$ cat src/inc/exri_cfg.svh
// constants for the exception-return and interrupt-masking unit
// assumes byte offsets on a plain register port with 8-bit address
`ifndef EXRI_CFG_SVH
`define EXRI_CFG_SVH

// ************************************************************
// register offsets
// ************************************************************
`define EXRI_OFS_STATUS 8'h00
`define EXRI_OFS_ESTATUS 8'h04
`define EXRI_OFS_SSTATUS 8'h08
`define EXRI_OFS_CONFIG 8'h0C
`define EXRI_OFS_IRQ_MASK 8'h10
`define EXRI_OFS_IRQ_PEND 8'h14
`define EXRI_OFS_RET_ADDR 8'h18
`define EXRI_OFS_EVT_STAT 8'h1C
`define EXRI_OFS_EVT_MASK 8'h20

// ************************************************************
// field positions and widths
// ************************************************************
`define EXRI_CFG_ANI_BIT 0
`define EXRI_CFG_EIC_BIT 1
`define EXRI_EVT_IRQ_BIT 0
`define EXRI_EVT_NMI_BIT 1
`define EXRI_EVT_EXC_BIT 2
`define EXRI_EVT_RET_BIT 3
`define EXRI_EVT_W 4
`define EXRI_SET_W 2
`define EXRI_NUM_SETS 4
`define EXRI_LVL_W 6

// ************************************************************
// reset values and masks
// ************************************************************
`define EXRI_STATUS_WMASK 32'h00C30FF1
`define EXRI_STATUS_RST 32'h00000000
`define EXRI_CONFIG_RST 2'h0
`define EXRI_MASK_RST 32'h00000000
`define EXRI_PC_STEP 32'h00000004

`endif

$ cat src/inc/exri_pkg.sv
// types for the exception-return and interrupt-masking unit
// assumes exri_cfg.svh is on the include path
`include "exri_cfg.svh"

package exri_pkg;

  // ************************************************************
  // processor status word
  // ************************************************************
  typedef struct packed {
    logic [7:0] rsv_hi;
    logic same_set_preempt_enable;
    logic nmi_mode;
    logic [3:0] rsv_mid;
    logic [`EXRI_SET_W-1:0] previous_set;
    logic [3:0] rsv_lo;
    logic [`EXRI_SET_W-1:0] current_shadow_set;
    logic [`EXRI_LVL_W-1:0] interrupt_level_threshold;
    logic [2:0] rsv_bot;
    logic global_irq_enable;
  } exri_status_t;

  // ************************************************************
  // request from the external interrupt controller
  // ************************************************************
  typedef struct packed {
    logic valid;
    logic nmi;
    logic [`EXRI_LVL_W-1:0] level;
    logic [`EXRI_SET_W-1:0] reg_set;
  } exri_eic_req_t;

  // ************************************************************
  // register port request
  // ************************************************************
  typedef struct packed {
    logic wr;
    logic rd;
    logic [7:0] addr;
    logic [31:0] wdata;
  } exri_reg_req_t;

endpackage : exri_pkg

$ cat src/core/exri_core.sv
// exception-return and interrupt-masking unit of a processor core
// assumes the core pulses exc_req / eret_req for one cycle, presents
// the current instruction address on exc_pc, and reacts to the
// take pulses and the return redirect in the cycle after
//
// The implementer's own choices: the address-and-strobe port and the register addresses.
`include "exri_cfg.svh"

module exri_core
  import exri_pkg::*;
(
  input wire logic clk,
  input wire logic resetn,
  input wire exri_reg_req_t reg_req,
  output logic [31:0] reg_rdata,
  input wire logic exc_req,
  input wire logic [31:0] exc_pc,
  input wire logic eret_req,
  input wire logic [31:0] irq_lines,
  input wire exri_eic_req_t eic_req,
  output logic irq_take,
  output logic nmi_take,
  output logic ret_valid,
  output logic [31:0] ret_pc,
  output logic [`EXRI_SET_W-1:0] active_set,
  output exri_status_t status_out,
  output logic irq_out
);

  // ************************************************************
  // helper functions
  // ************************************************************

  // clear reserved bits of a status value
  function automatic exri_status_t clean_status(input logic [31:0] v);
    clean_status = exri_status_t'(v & `EXRI_STATUS_WMASK);
  endfunction : clean_status

  // register port address match
  function automatic logic hit(input logic [7:0] a, input logic [7:0] o);
    hit = (a == o);
  endfunction : hit

  // ************************************************************
  // state
  // ************************************************************
  exri_status_t status_ff;
  exri_status_t estatus_ff;
  exri_status_t sstatus_ff;
  logic [1:0] config_ff;
  logic [31:0] irq_line_mask_ff;
  logic [31:0] ret_addr_ff [`EXRI_NUM_SETS];
  logic [`EXRI_EVT_W-1:0] evt_stat_ff;
  logic [`EXRI_EVT_W-1:0] evt_mask_ff;
  logic [31:0] rdata_ff;
  logic ret_valid_ff;
  logic [31:0] ret_pc_ff;

  // ************************************************************
  // decoded controls
  // ************************************************************
  logic auto_nesting_enable;
  logic eic_mode;
  logic [31:0] irq_pend;
  logic same_set_block;
  logic irq_ok;
  logic nmi_ok;
  logic take_any;
  logic do_eret;
  logic [`EXRI_SET_W-1:0] new_set;
  exri_status_t restored;
  exri_status_t taken_status;
  logic wr_status;
  logic wr_ret_addr;
  logic [`EXRI_EVT_W-1:0] evt_set;
  logic [`EXRI_EVT_W-1:0] evt_clr;

  assign auto_nesting_enable = config_ff[`EXRI_CFG_ANI_BIT];
  assign eic_mode = config_ff[`EXRI_CFG_EIC_BIT];

  // per-line enable of the internal controller
  assign irq_pend = irq_lines & irq_line_mask_ff;

  // a handler running in a shadow set blocks its own set unless same_set_preempt_enable is set
  assign same_set_block = !status_ff.same_set_preempt_enable &&
    (status_ff.current_shadow_set != '0) &&
    (eic_req.reg_set == status_ff.current_shadow_set);

  // ************************************************************
  // interrupt acceptance
  // ************************************************************

  // an instruction exception always wins over an interrupt
  always_comb
  begin
    irq_ok = 1'b0;
    nmi_ok = 1'b0;
    if (eic_mode)
    begin
      // nmi ignores enable and threshold, never nests
      nmi_ok = eic_req.valid && eic_req.nmi && !status_ff.nmi_mode;
      irq_ok = eic_req.valid && !eic_req.nmi &&
        status_ff.global_irq_enable &&
        !status_ff.nmi_mode &&
        (eic_req.level >
         status_ff.interrupt_level_threshold) &&
        !same_set_block;
    end
    else
    begin
      irq_ok = status_ff.global_irq_enable &&
        (irq_pend != 32'h00000000) && !status_ff.nmi_mode;
    end
    if (exc_req)
    begin
      irq_ok = 1'b0;
      nmi_ok = 1'b0;
    end
  end

  assign take_any = exc_req || irq_ok || nmi_ok;
  assign do_eret = eret_req && !take_any;

  // register set of the handler being entered
  assign new_set = (eic_mode && (irq_ok || nmi_ok)) ?
    eic_req.reg_set : '0;

  // ************************************************************
  // status values for return and entry
  // ************************************************************

  // pick the saved copy by the current set and guard nmi mode
  always_comb
  begin
    if (status_ff.current_shadow_set == '0)
    begin
      restored = estatus_ff;
    end
    else
    begin
      restored = sstatus_ff;
    end
    // may leave nmi mode, never enter it
    restored.nmi_mode = restored.nmi_mode &&
      status_ff.nmi_mode;
    restored = clean_status(restored);
  end

  // status after entering a handler
  always_comb
  begin
    taken_status = status_ff;
    taken_status.previous_set = status_ff.current_shadow_set;
    taken_status.current_shadow_set = new_set;
    if (nmi_ok)
    begin
      taken_status.nmi_mode = 1'b1;
    end
    if (eic_mode && irq_ok)
    begin
      taken_status.interrupt_level_threshold = eic_req.level;
    end
    // nmi and exceptions always disable, irq unless nesting
    if (exc_req || nmi_ok || (irq_ok && !auto_nesting_enable))
    begin
      taken_status.global_irq_enable = 1'b0;
    end
  end

  // ************************************************************
  // register port decode
  // ************************************************************
  assign wr_status = reg_req.wr && hit(reg_req.addr, `EXRI_OFS_STATUS);
  assign wr_ret_addr = reg_req.wr &&
    hit(reg_req.addr, `EXRI_OFS_RET_ADDR);
  assign evt_clr = (reg_req.wr && hit(reg_req.addr, `EXRI_OFS_EVT_STAT)) ?
    reg_req.wdata[`EXRI_EVT_W-1:0] : '0;

  // ************************************************************
  // status register
  // ************************************************************

  // hardware entry or return beats a software write
  always_ff @(posedge clk or negedge resetn)
  begin
    if (!resetn)
    begin
      status_ff <= exri_status_t'(`EXRI_STATUS_RST);
    end
    else if (take_any)
    begin
      status_ff <= taken_status;
    end
    else if (do_eret)
    begin
      status_ff <= restored;
    end
    else if (wr_status)
    begin
      status_ff <= clean_status(reg_req.wdata);
    end
  end

  // ************************************************************
  // saved status copies
  // ************************************************************

  // entry into set zero saves normal copy, shadow set the other
  always_ff @(posedge clk or negedge resetn)
  begin
    if (!resetn)
    begin
      estatus_ff <= exri_status_t'(`EXRI_STATUS_RST);
    end
    else if (take_any && (new_set == '0))
    begin
      estatus_ff <= status_ff;
    end
    else if (reg_req.wr && hit(reg_req.addr, `EXRI_OFS_ESTATUS))
    begin
      estatus_ff <= clean_status(reg_req.wdata);
    end
  end

  always_ff @(posedge clk or negedge resetn)
  begin
    if (!resetn)
    begin
      sstatus_ff <= exri_status_t'(`EXRI_STATUS_RST);
    end
    else if (take_any && (new_set != '0))
    begin
      sstatus_ff <= status_ff;
    end
    else if (reg_req.wr && hit(reg_req.addr, `EXRI_OFS_SSTATUS))
    begin
      sstatus_ff <= clean_status(reg_req.wdata);
    end
  end

  // ************************************************************
  // return address per register set
  // ************************************************************

  // entry stores the address after the instruction on exc_pc
  always_ff @(posedge clk or negedge resetn)
  begin
    if (!resetn)
    begin
      for (int i = 0; i < `EXRI_NUM_SETS; i++)
      begin
        ret_addr_ff[i] <= 32'h00000000;
      end
    end
    else if (take_any)
    begin
      ret_addr_ff[new_set] <= exc_pc + `EXRI_PC_STEP;
    end
    else if (wr_ret_addr)
    begin
      // handler adjusts the address in its own set
      ret_addr_ff[status_ff.current_shadow_set] <=
        reg_req.wdata;
    end
  end

  // ************************************************************
  // return redirect
  // ************************************************************

  // target taken from the set active before the return
  always_ff @(posedge clk or negedge resetn)
  begin
    if (!resetn)
    begin
      ret_valid_ff <= 1'b0;
      ret_pc_ff <= 32'h00000000;
    end
    else
    begin
      ret_valid_ff <= do_eret;
      if (do_eret)
      begin
        ret_pc_ff <= ret_addr_ff[status_ff.current_shadow_set];
      end
    end
  end

  // ************************************************************
  // configuration and line mask
  // ************************************************************
  always_ff @(posedge clk or negedge resetn)
  begin
    if (!resetn)
    begin
      config_ff <= `EXRI_CONFIG_RST;
    end
    else if (reg_req.wr && hit(reg_req.addr, `EXRI_OFS_CONFIG))
    begin
      config_ff <= reg_req.wdata[1:0];
    end
  end

  always_ff @(posedge clk or negedge resetn)
  begin
    if (!resetn)
    begin
      irq_line_mask_ff <= `EXRI_MASK_RST;
    end
    else if (reg_req.wr && hit(reg_req.addr, `EXRI_OFS_IRQ_MASK))
    begin
      irq_line_mask_ff <= reg_req.wdata;
    end
  end

  // ************************************************************
  // event status and mask
  // ************************************************************
  always_comb
  begin
    evt_set = '0;
    evt_set[`EXRI_EVT_IRQ_BIT] = irq_ok;
    evt_set[`EXRI_EVT_NMI_BIT] = nmi_ok;
    evt_set[`EXRI_EVT_EXC_BIT] = exc_req;
    evt_set[`EXRI_EVT_RET_BIT] = do_eret;
  end

  // write one to clear, a new event wins over the clear
  always_ff @(posedge clk or negedge resetn)
  begin
    if (!resetn)
    begin
      evt_stat_ff <= '0;
    end
    else
    begin
      evt_stat_ff <= (evt_stat_ff & ~evt_clr) | evt_set;
    end
  end

  always_ff @(posedge clk or negedge resetn)
  begin
    if (!resetn)
    begin
      evt_mask_ff <= '0;
    end
    else if (reg_req.wr && hit(reg_req.addr, `EXRI_OFS_EVT_MASK))
    begin
      evt_mask_ff <= reg_req.wdata[`EXRI_EVT_W-1:0];
    end
  end

  // ************************************************************
  // read data, one cycle after the strobe
  // ************************************************************
  always_ff @(posedge clk or negedge resetn)
  begin
    if (!resetn)
    begin
      rdata_ff <= 32'h00000000;
    end
    else if (reg_req.rd)
    begin
      case (reg_req.addr)
        `EXRI_OFS_STATUS: rdata_ff <= status_ff;
        `EXRI_OFS_ESTATUS: rdata_ff <= estatus_ff;
        `EXRI_OFS_SSTATUS: rdata_ff <= sstatus_ff;
        `EXRI_OFS_CONFIG: rdata_ff <= {30'h00000000, config_ff};
        `EXRI_OFS_IRQ_MASK: rdata_ff <= irq_line_mask_ff;
        `EXRI_OFS_IRQ_PEND: rdata_ff <= irq_pend;
        `EXRI_OFS_RET_ADDR:
          rdata_ff <= ret_addr_ff[status_ff.current_shadow_set];
        `EXRI_OFS_EVT_STAT: rdata_ff <= {28'h0000000, evt_stat_ff};
        `EXRI_OFS_EVT_MASK: rdata_ff <= {28'h0000000, evt_mask_ff};
        default: rdata_ff <= 32'h00000000;
      endcase
    end
    else
    begin
      rdata_ff <= 32'h00000000;
    end
  end

  // ************************************************************
  // outputs
  // ************************************************************
  assign reg_rdata = rdata_ff;
  assign irq_take = irq_ok; // combinational handshake
  assign nmi_take = nmi_ok; // combinational handshake
  assign ret_valid = ret_valid_ff;
  assign ret_pc = ret_pc_ff;
  assign active_set = status_ff.current_shadow_set;
  assign status_out = status_ff;
  assign irq_out = |(evt_stat_ff & evt_mask_ff);

endmodule : exri_core

$ cat config.mk
export PLATFORM = sky130hd
export DESIGN_NAME = exri_core
export DESIGN_NICKNAME = d
export VERILOG_FILES = /design/src/inc/exri_pkg.sv /design/src/core/exri_core.sv
export VERILOG_INCLUDE_DIRS = /design/src /design/src/inc
export SDC_FILE = /design/constraint.sdc
export NUM_CORES = 1
export LEC_CHECK = 0
export BUFFER_PORTS_ARGS = -buffer_cell sky130_fd_sc_hd__buf_2
export CAP_MARGIN = 20
export CORE_ASPECT_RATIO = 1.4
export CORE_MARGIN = 2
export CORE_UTILIZATION = 25
export DETAILED_ROUTE_END_ITERATION = 7
export PLACE_DENSITY = 0.41
export SLEW_MARGIN = 10
export SYNTH_ARGS = -nofsm -noshare
export SYNTH_HDL_FRONTEND = slang
export SYNTH_SLANG_ARGS = --single-unit
$ cat constraint.sdc
create_clock -name clk -period 4.5 [get_ports clk]
set_input_delay 0.45 -clock clk [delete_from_list [all_inputs] [get_ports clk]]
set_output_delay 0.45 -clock clk [all_outputs]
set_load 0.01 [all_outputs]
==> flow_metrics.env <==
export IMPL_run_status="finished, violations left"
export IMPL_violations="hold timing"
export IMPL_max_slew_margin_pct=28.6
export IMPL_synth_top_area_cell="dfrtp_1"
export IMPL_yosysSeqAreaShare_pct=46.9
export IMPL_ys_async_sr_fraction_pct=100
export IMPL_clkSlewWorstSetupHoldPaths_ns=0.07
export IMPL_fmax_mhz=247
export IMPL_ys_warn_count=0
export IMPL_cts_sinks=274
export IMPL_vias=12000
export IMPL_ys_seq_elements=274
export IMPL_reg2reg_setup_slack_ns=0.89
export IMPL_synth_main_ff_cell="dfrtp_1"
export IMPL_end_kind="output pin"
export IMPL_crit_family="simple AND/OR/NAND/NOR gates"
export IMPL_synth_edf_count=0
export IMPL_clock_latency_ns=0.59
export IMPL_p_leak_uw=0.00807
export IMPL_reg2regPathDepth=9
export IMPL_design_core_area_sq_um=57600
export IMPL_syn_area_sq_um=14600
export IMPL_wl_mm=60.6
export IMPL_wl_per_cell_microns=27.2
export IMPL_fp_dieH_microns=290
export IMPL_globalplace_congestion=0.819
export IMPL_die_area_sq_um=60500
export IMPL_clock_tree_root_cell="clkbuf_16"
export IMPL_synthTopCellsByArea="dfrtp_1, a221o_1, mux4_2"
export IMPL_max_stage_delay_ns=0.58
export IMPL_cts_buffers=30
export IMPL_globalRouteOverflowTotal=0
export IMPL_rows=104
export IMPL_synth_cell_types=71
export IMPL_hpwl_mm=43.0
export IMPL_grt_usage_pct=19.7
export IMPL_skew_ns=0.0287
export IMPL_setup_viol=0
export IMPL_antenna_found_initial=4
export IMPL_grt_pass1_wl_mm=88.8
export IMPL_syn_to_final_growth_pct=18.6
export IMPL_nNetsFinal=1600
export IMPL_first_global_vias=12100
export IMPL_first_pass_iters=5
export IMPL_syn_inst=1301
export IMPL_avgSynthCellArea_sq_um=11.2
export IMPL_crit_buf_inv=2
export IMPL_crit_path_max_fanout=7
export IMPL_cts_hold_buf=0
export IMPL_viasPerCell=5.37
export IMPL_tightest_slew_ns=1.07
export IMPL_power_density_nw_per_um2=461
export IMPL_rsz0062_at_grt="no"
export IMPL_crit_arrival_ns=3.59
export IMPL_post_cts_buffers=0
export IMPL_hold_viol_final=26
export IMPL_cp_slowest_cell="a311oi_2"
export IMPL_antenna_left=0
export IMPL_post_route_period_util_pct=89.8
export IMPL_rr_startpoint="status_out[9]"
export IMPL_grt_max_degree=116
export IMPL_timing_hold_ws_ns=-0.0655
export IMPL_pin_count=222
export IMPL_finalSetupTns_ns=0
export IMPL_drc_errors=0
export IMPL_synth_top_area_share_pct=46.9
export IMPL_drive_gt1_share_pct=28.4
export IMPL_clk_path_buf_depth=3
export IMPL_h_tree_depth=1
export IMPL_min_period_ns=4.04
export IMPL_criticalPathCategory="flop to output pin"
export IMPL_start_util_pct=25.4
export IMPL_ctsResizeCount=0
export IMPL_cts_tree="yes"
export IMPL_ir_drop_v=0.000305
export IMPL_path_cells="inv_1 > ha_1 > nand4_1 > o21bai_1 > a311oi_2 > and2_1 > nand2_1 > nor2_1 > buf_2"
export IMPL_maxCapViolCount=0
export IMPL_slew_violations=0
export IMPL_port_buffers=202
export IMPL_die_w_microns=208
export IMPL_startpoint_type="flop"
export IMPL_drtIter0Drc=943
export IMPL_r2r_end="ret_addr_ff[58]"
export IMPL_antennaDiodeCount=0
export IMPL_cp_required_ns=4.05
export IMPL_hp_class="primary input to async pin"
[worst max path at each step]
stage             startpoint         endpoint  slack, ns  cells after the start
2_1_floorplan  status_out[9]  ret_addr_ff[34]       1.72                     11
3_3_place_gp    irq_lines[6]  ret_addr_ff[18]       0.73                      9
3_5_place_dp    irq_lines[6]   ret_addr_ff[5]       0.73                      9
4_1_cts        status_out[7]         irq_take       0.45                      9
5_1_grt        status_out[7]         irq_take       0.30                      9
6_report       status_out[9]         irq_take       0.46                      9
[power by group]
part	switching, uW	leakage (uW)	internal (uW)	total, uW
clock	1070	0.000458	1420	2490
sequential	429	0.00352	3070	3500
combinational	1010	0.00408	992	2000
total	2510	0.00807	5480	7990
[synth_stat cells (3+ instances only)]
master / count
dfrtp_1: 274
nor2_1: 130
a221o_1: 98
nand2_1: 92
mux2i_1: 61
clkbuf_1: 50
mux2_2: 43
a21o_1: 38
a21oi_1: 34
o21ai_0: 34
and3_1: 33
mux4_2: 32
mux2_4: 28
a22oi_1: 27
buf_4: 27
xnor2_1: 25
buf_2: 22
o2bb2ai_1: 20
xor2_1: 20
buf_1: 19
nand3_1: 19
inv_1: 16
a222oi_1: 13
a31oi_1: 13
nand4_1: 12
nor3_1: 12
a32o_1: 11
nand2b_1: 11
and2_1: 9
ha_1: 7
a22o_1: 6
a211o_1: 4
buf_12: 4
or2_2: 4
and4_1: 3
nand3b_1: 3
o22ai_1: 3
[sequential cells by signal, indices dropped and copies added, names as in the netlist]
register / flops
active_set: 2
config_ff: 2
estatus_ff: 13
evt_mask_ff: 4
evt_stat_ff: 4
irq_line_mask_ff: 32
reg_rdata: 32
ret_addr_ff: 128
ret_pc: 32
ret_valid: 1
sstatus_ff: 13
status_out: 11
[area by class of cell]
class / instances / area (sq um)
inverter: 16 / 60.1
clock inverter: 6 / 82.6
tap: 742 / 928
fill: 5951 / 40300
timing repair buffer: 246 / 1410
multi-input combinational: 905 / 7160
sequential: 274 / 6860
clock buffer: 41 / 853
[cell families after synthesis]
kind of cell    Yosys count  synth area share, %
simple gates            345                 11.2
compound gates          324                 18.2
flops                   274                 46.9
mux                     164                 15.3
buf+inv                 140                 5.02
xor+xnor                 46                 2.80
fa+ha+maj                 7                0.599
other cells               1               0.0256
[metal layers]
| metal | GRT usage [%] | share of wire [%] | vias to the layer above |
|---|---|---|---|
| met3 | 3.23 | 5.9 | 74 |
| met1 | 25.3 | 41 | 6244 |
| met5 | 0 | 0.086 | - |
| met4 | 4.81 | 2.1 | 8 |
| met2 | 34.6 | 51 | 469 |
| li1 | - | - | 5174 |
[cell usage in the layout (no fill, tap or decap), drive strengths merged, types with 16 or more instances in the layout]
cell,n
dfrtp,274
buf,246
nor2,131
a221o,98
nand2,92
mux2,71
mux2i,61
clkbuf,41
a21o,38
a21oi,37
o21ai,34
and3,33
mux4,32
a22oi,28
xnor2,25
xor2,21
o2bb2ai,20
nand3,19
conb,19
inv,16
[metrics by stage]
| step | setup WS, ns | util (%) | std cells | total power [uW] | area (sq um) |
|---|---|---|---|---|---|
| final | 0.458 | 30.1 | 2230 | 7990 | 17400 |
| after global routing | 0.302 | 30.1 | 2230 | 8390 | 17400 |
| after CTS | 0.453 | 30.1 | 2230 | 8060 | 17400 |
| after detailed placement | 0.730 | 28.5 | 2183 | 5550 | 16400 |
| after global placement | 0.733 | 28.5 | 2183 | 5530 | 16400 |
| after floorplan | 1.72 | - | 1319 | 4690 | 14700 |
(Power assumes the default switching activity.)
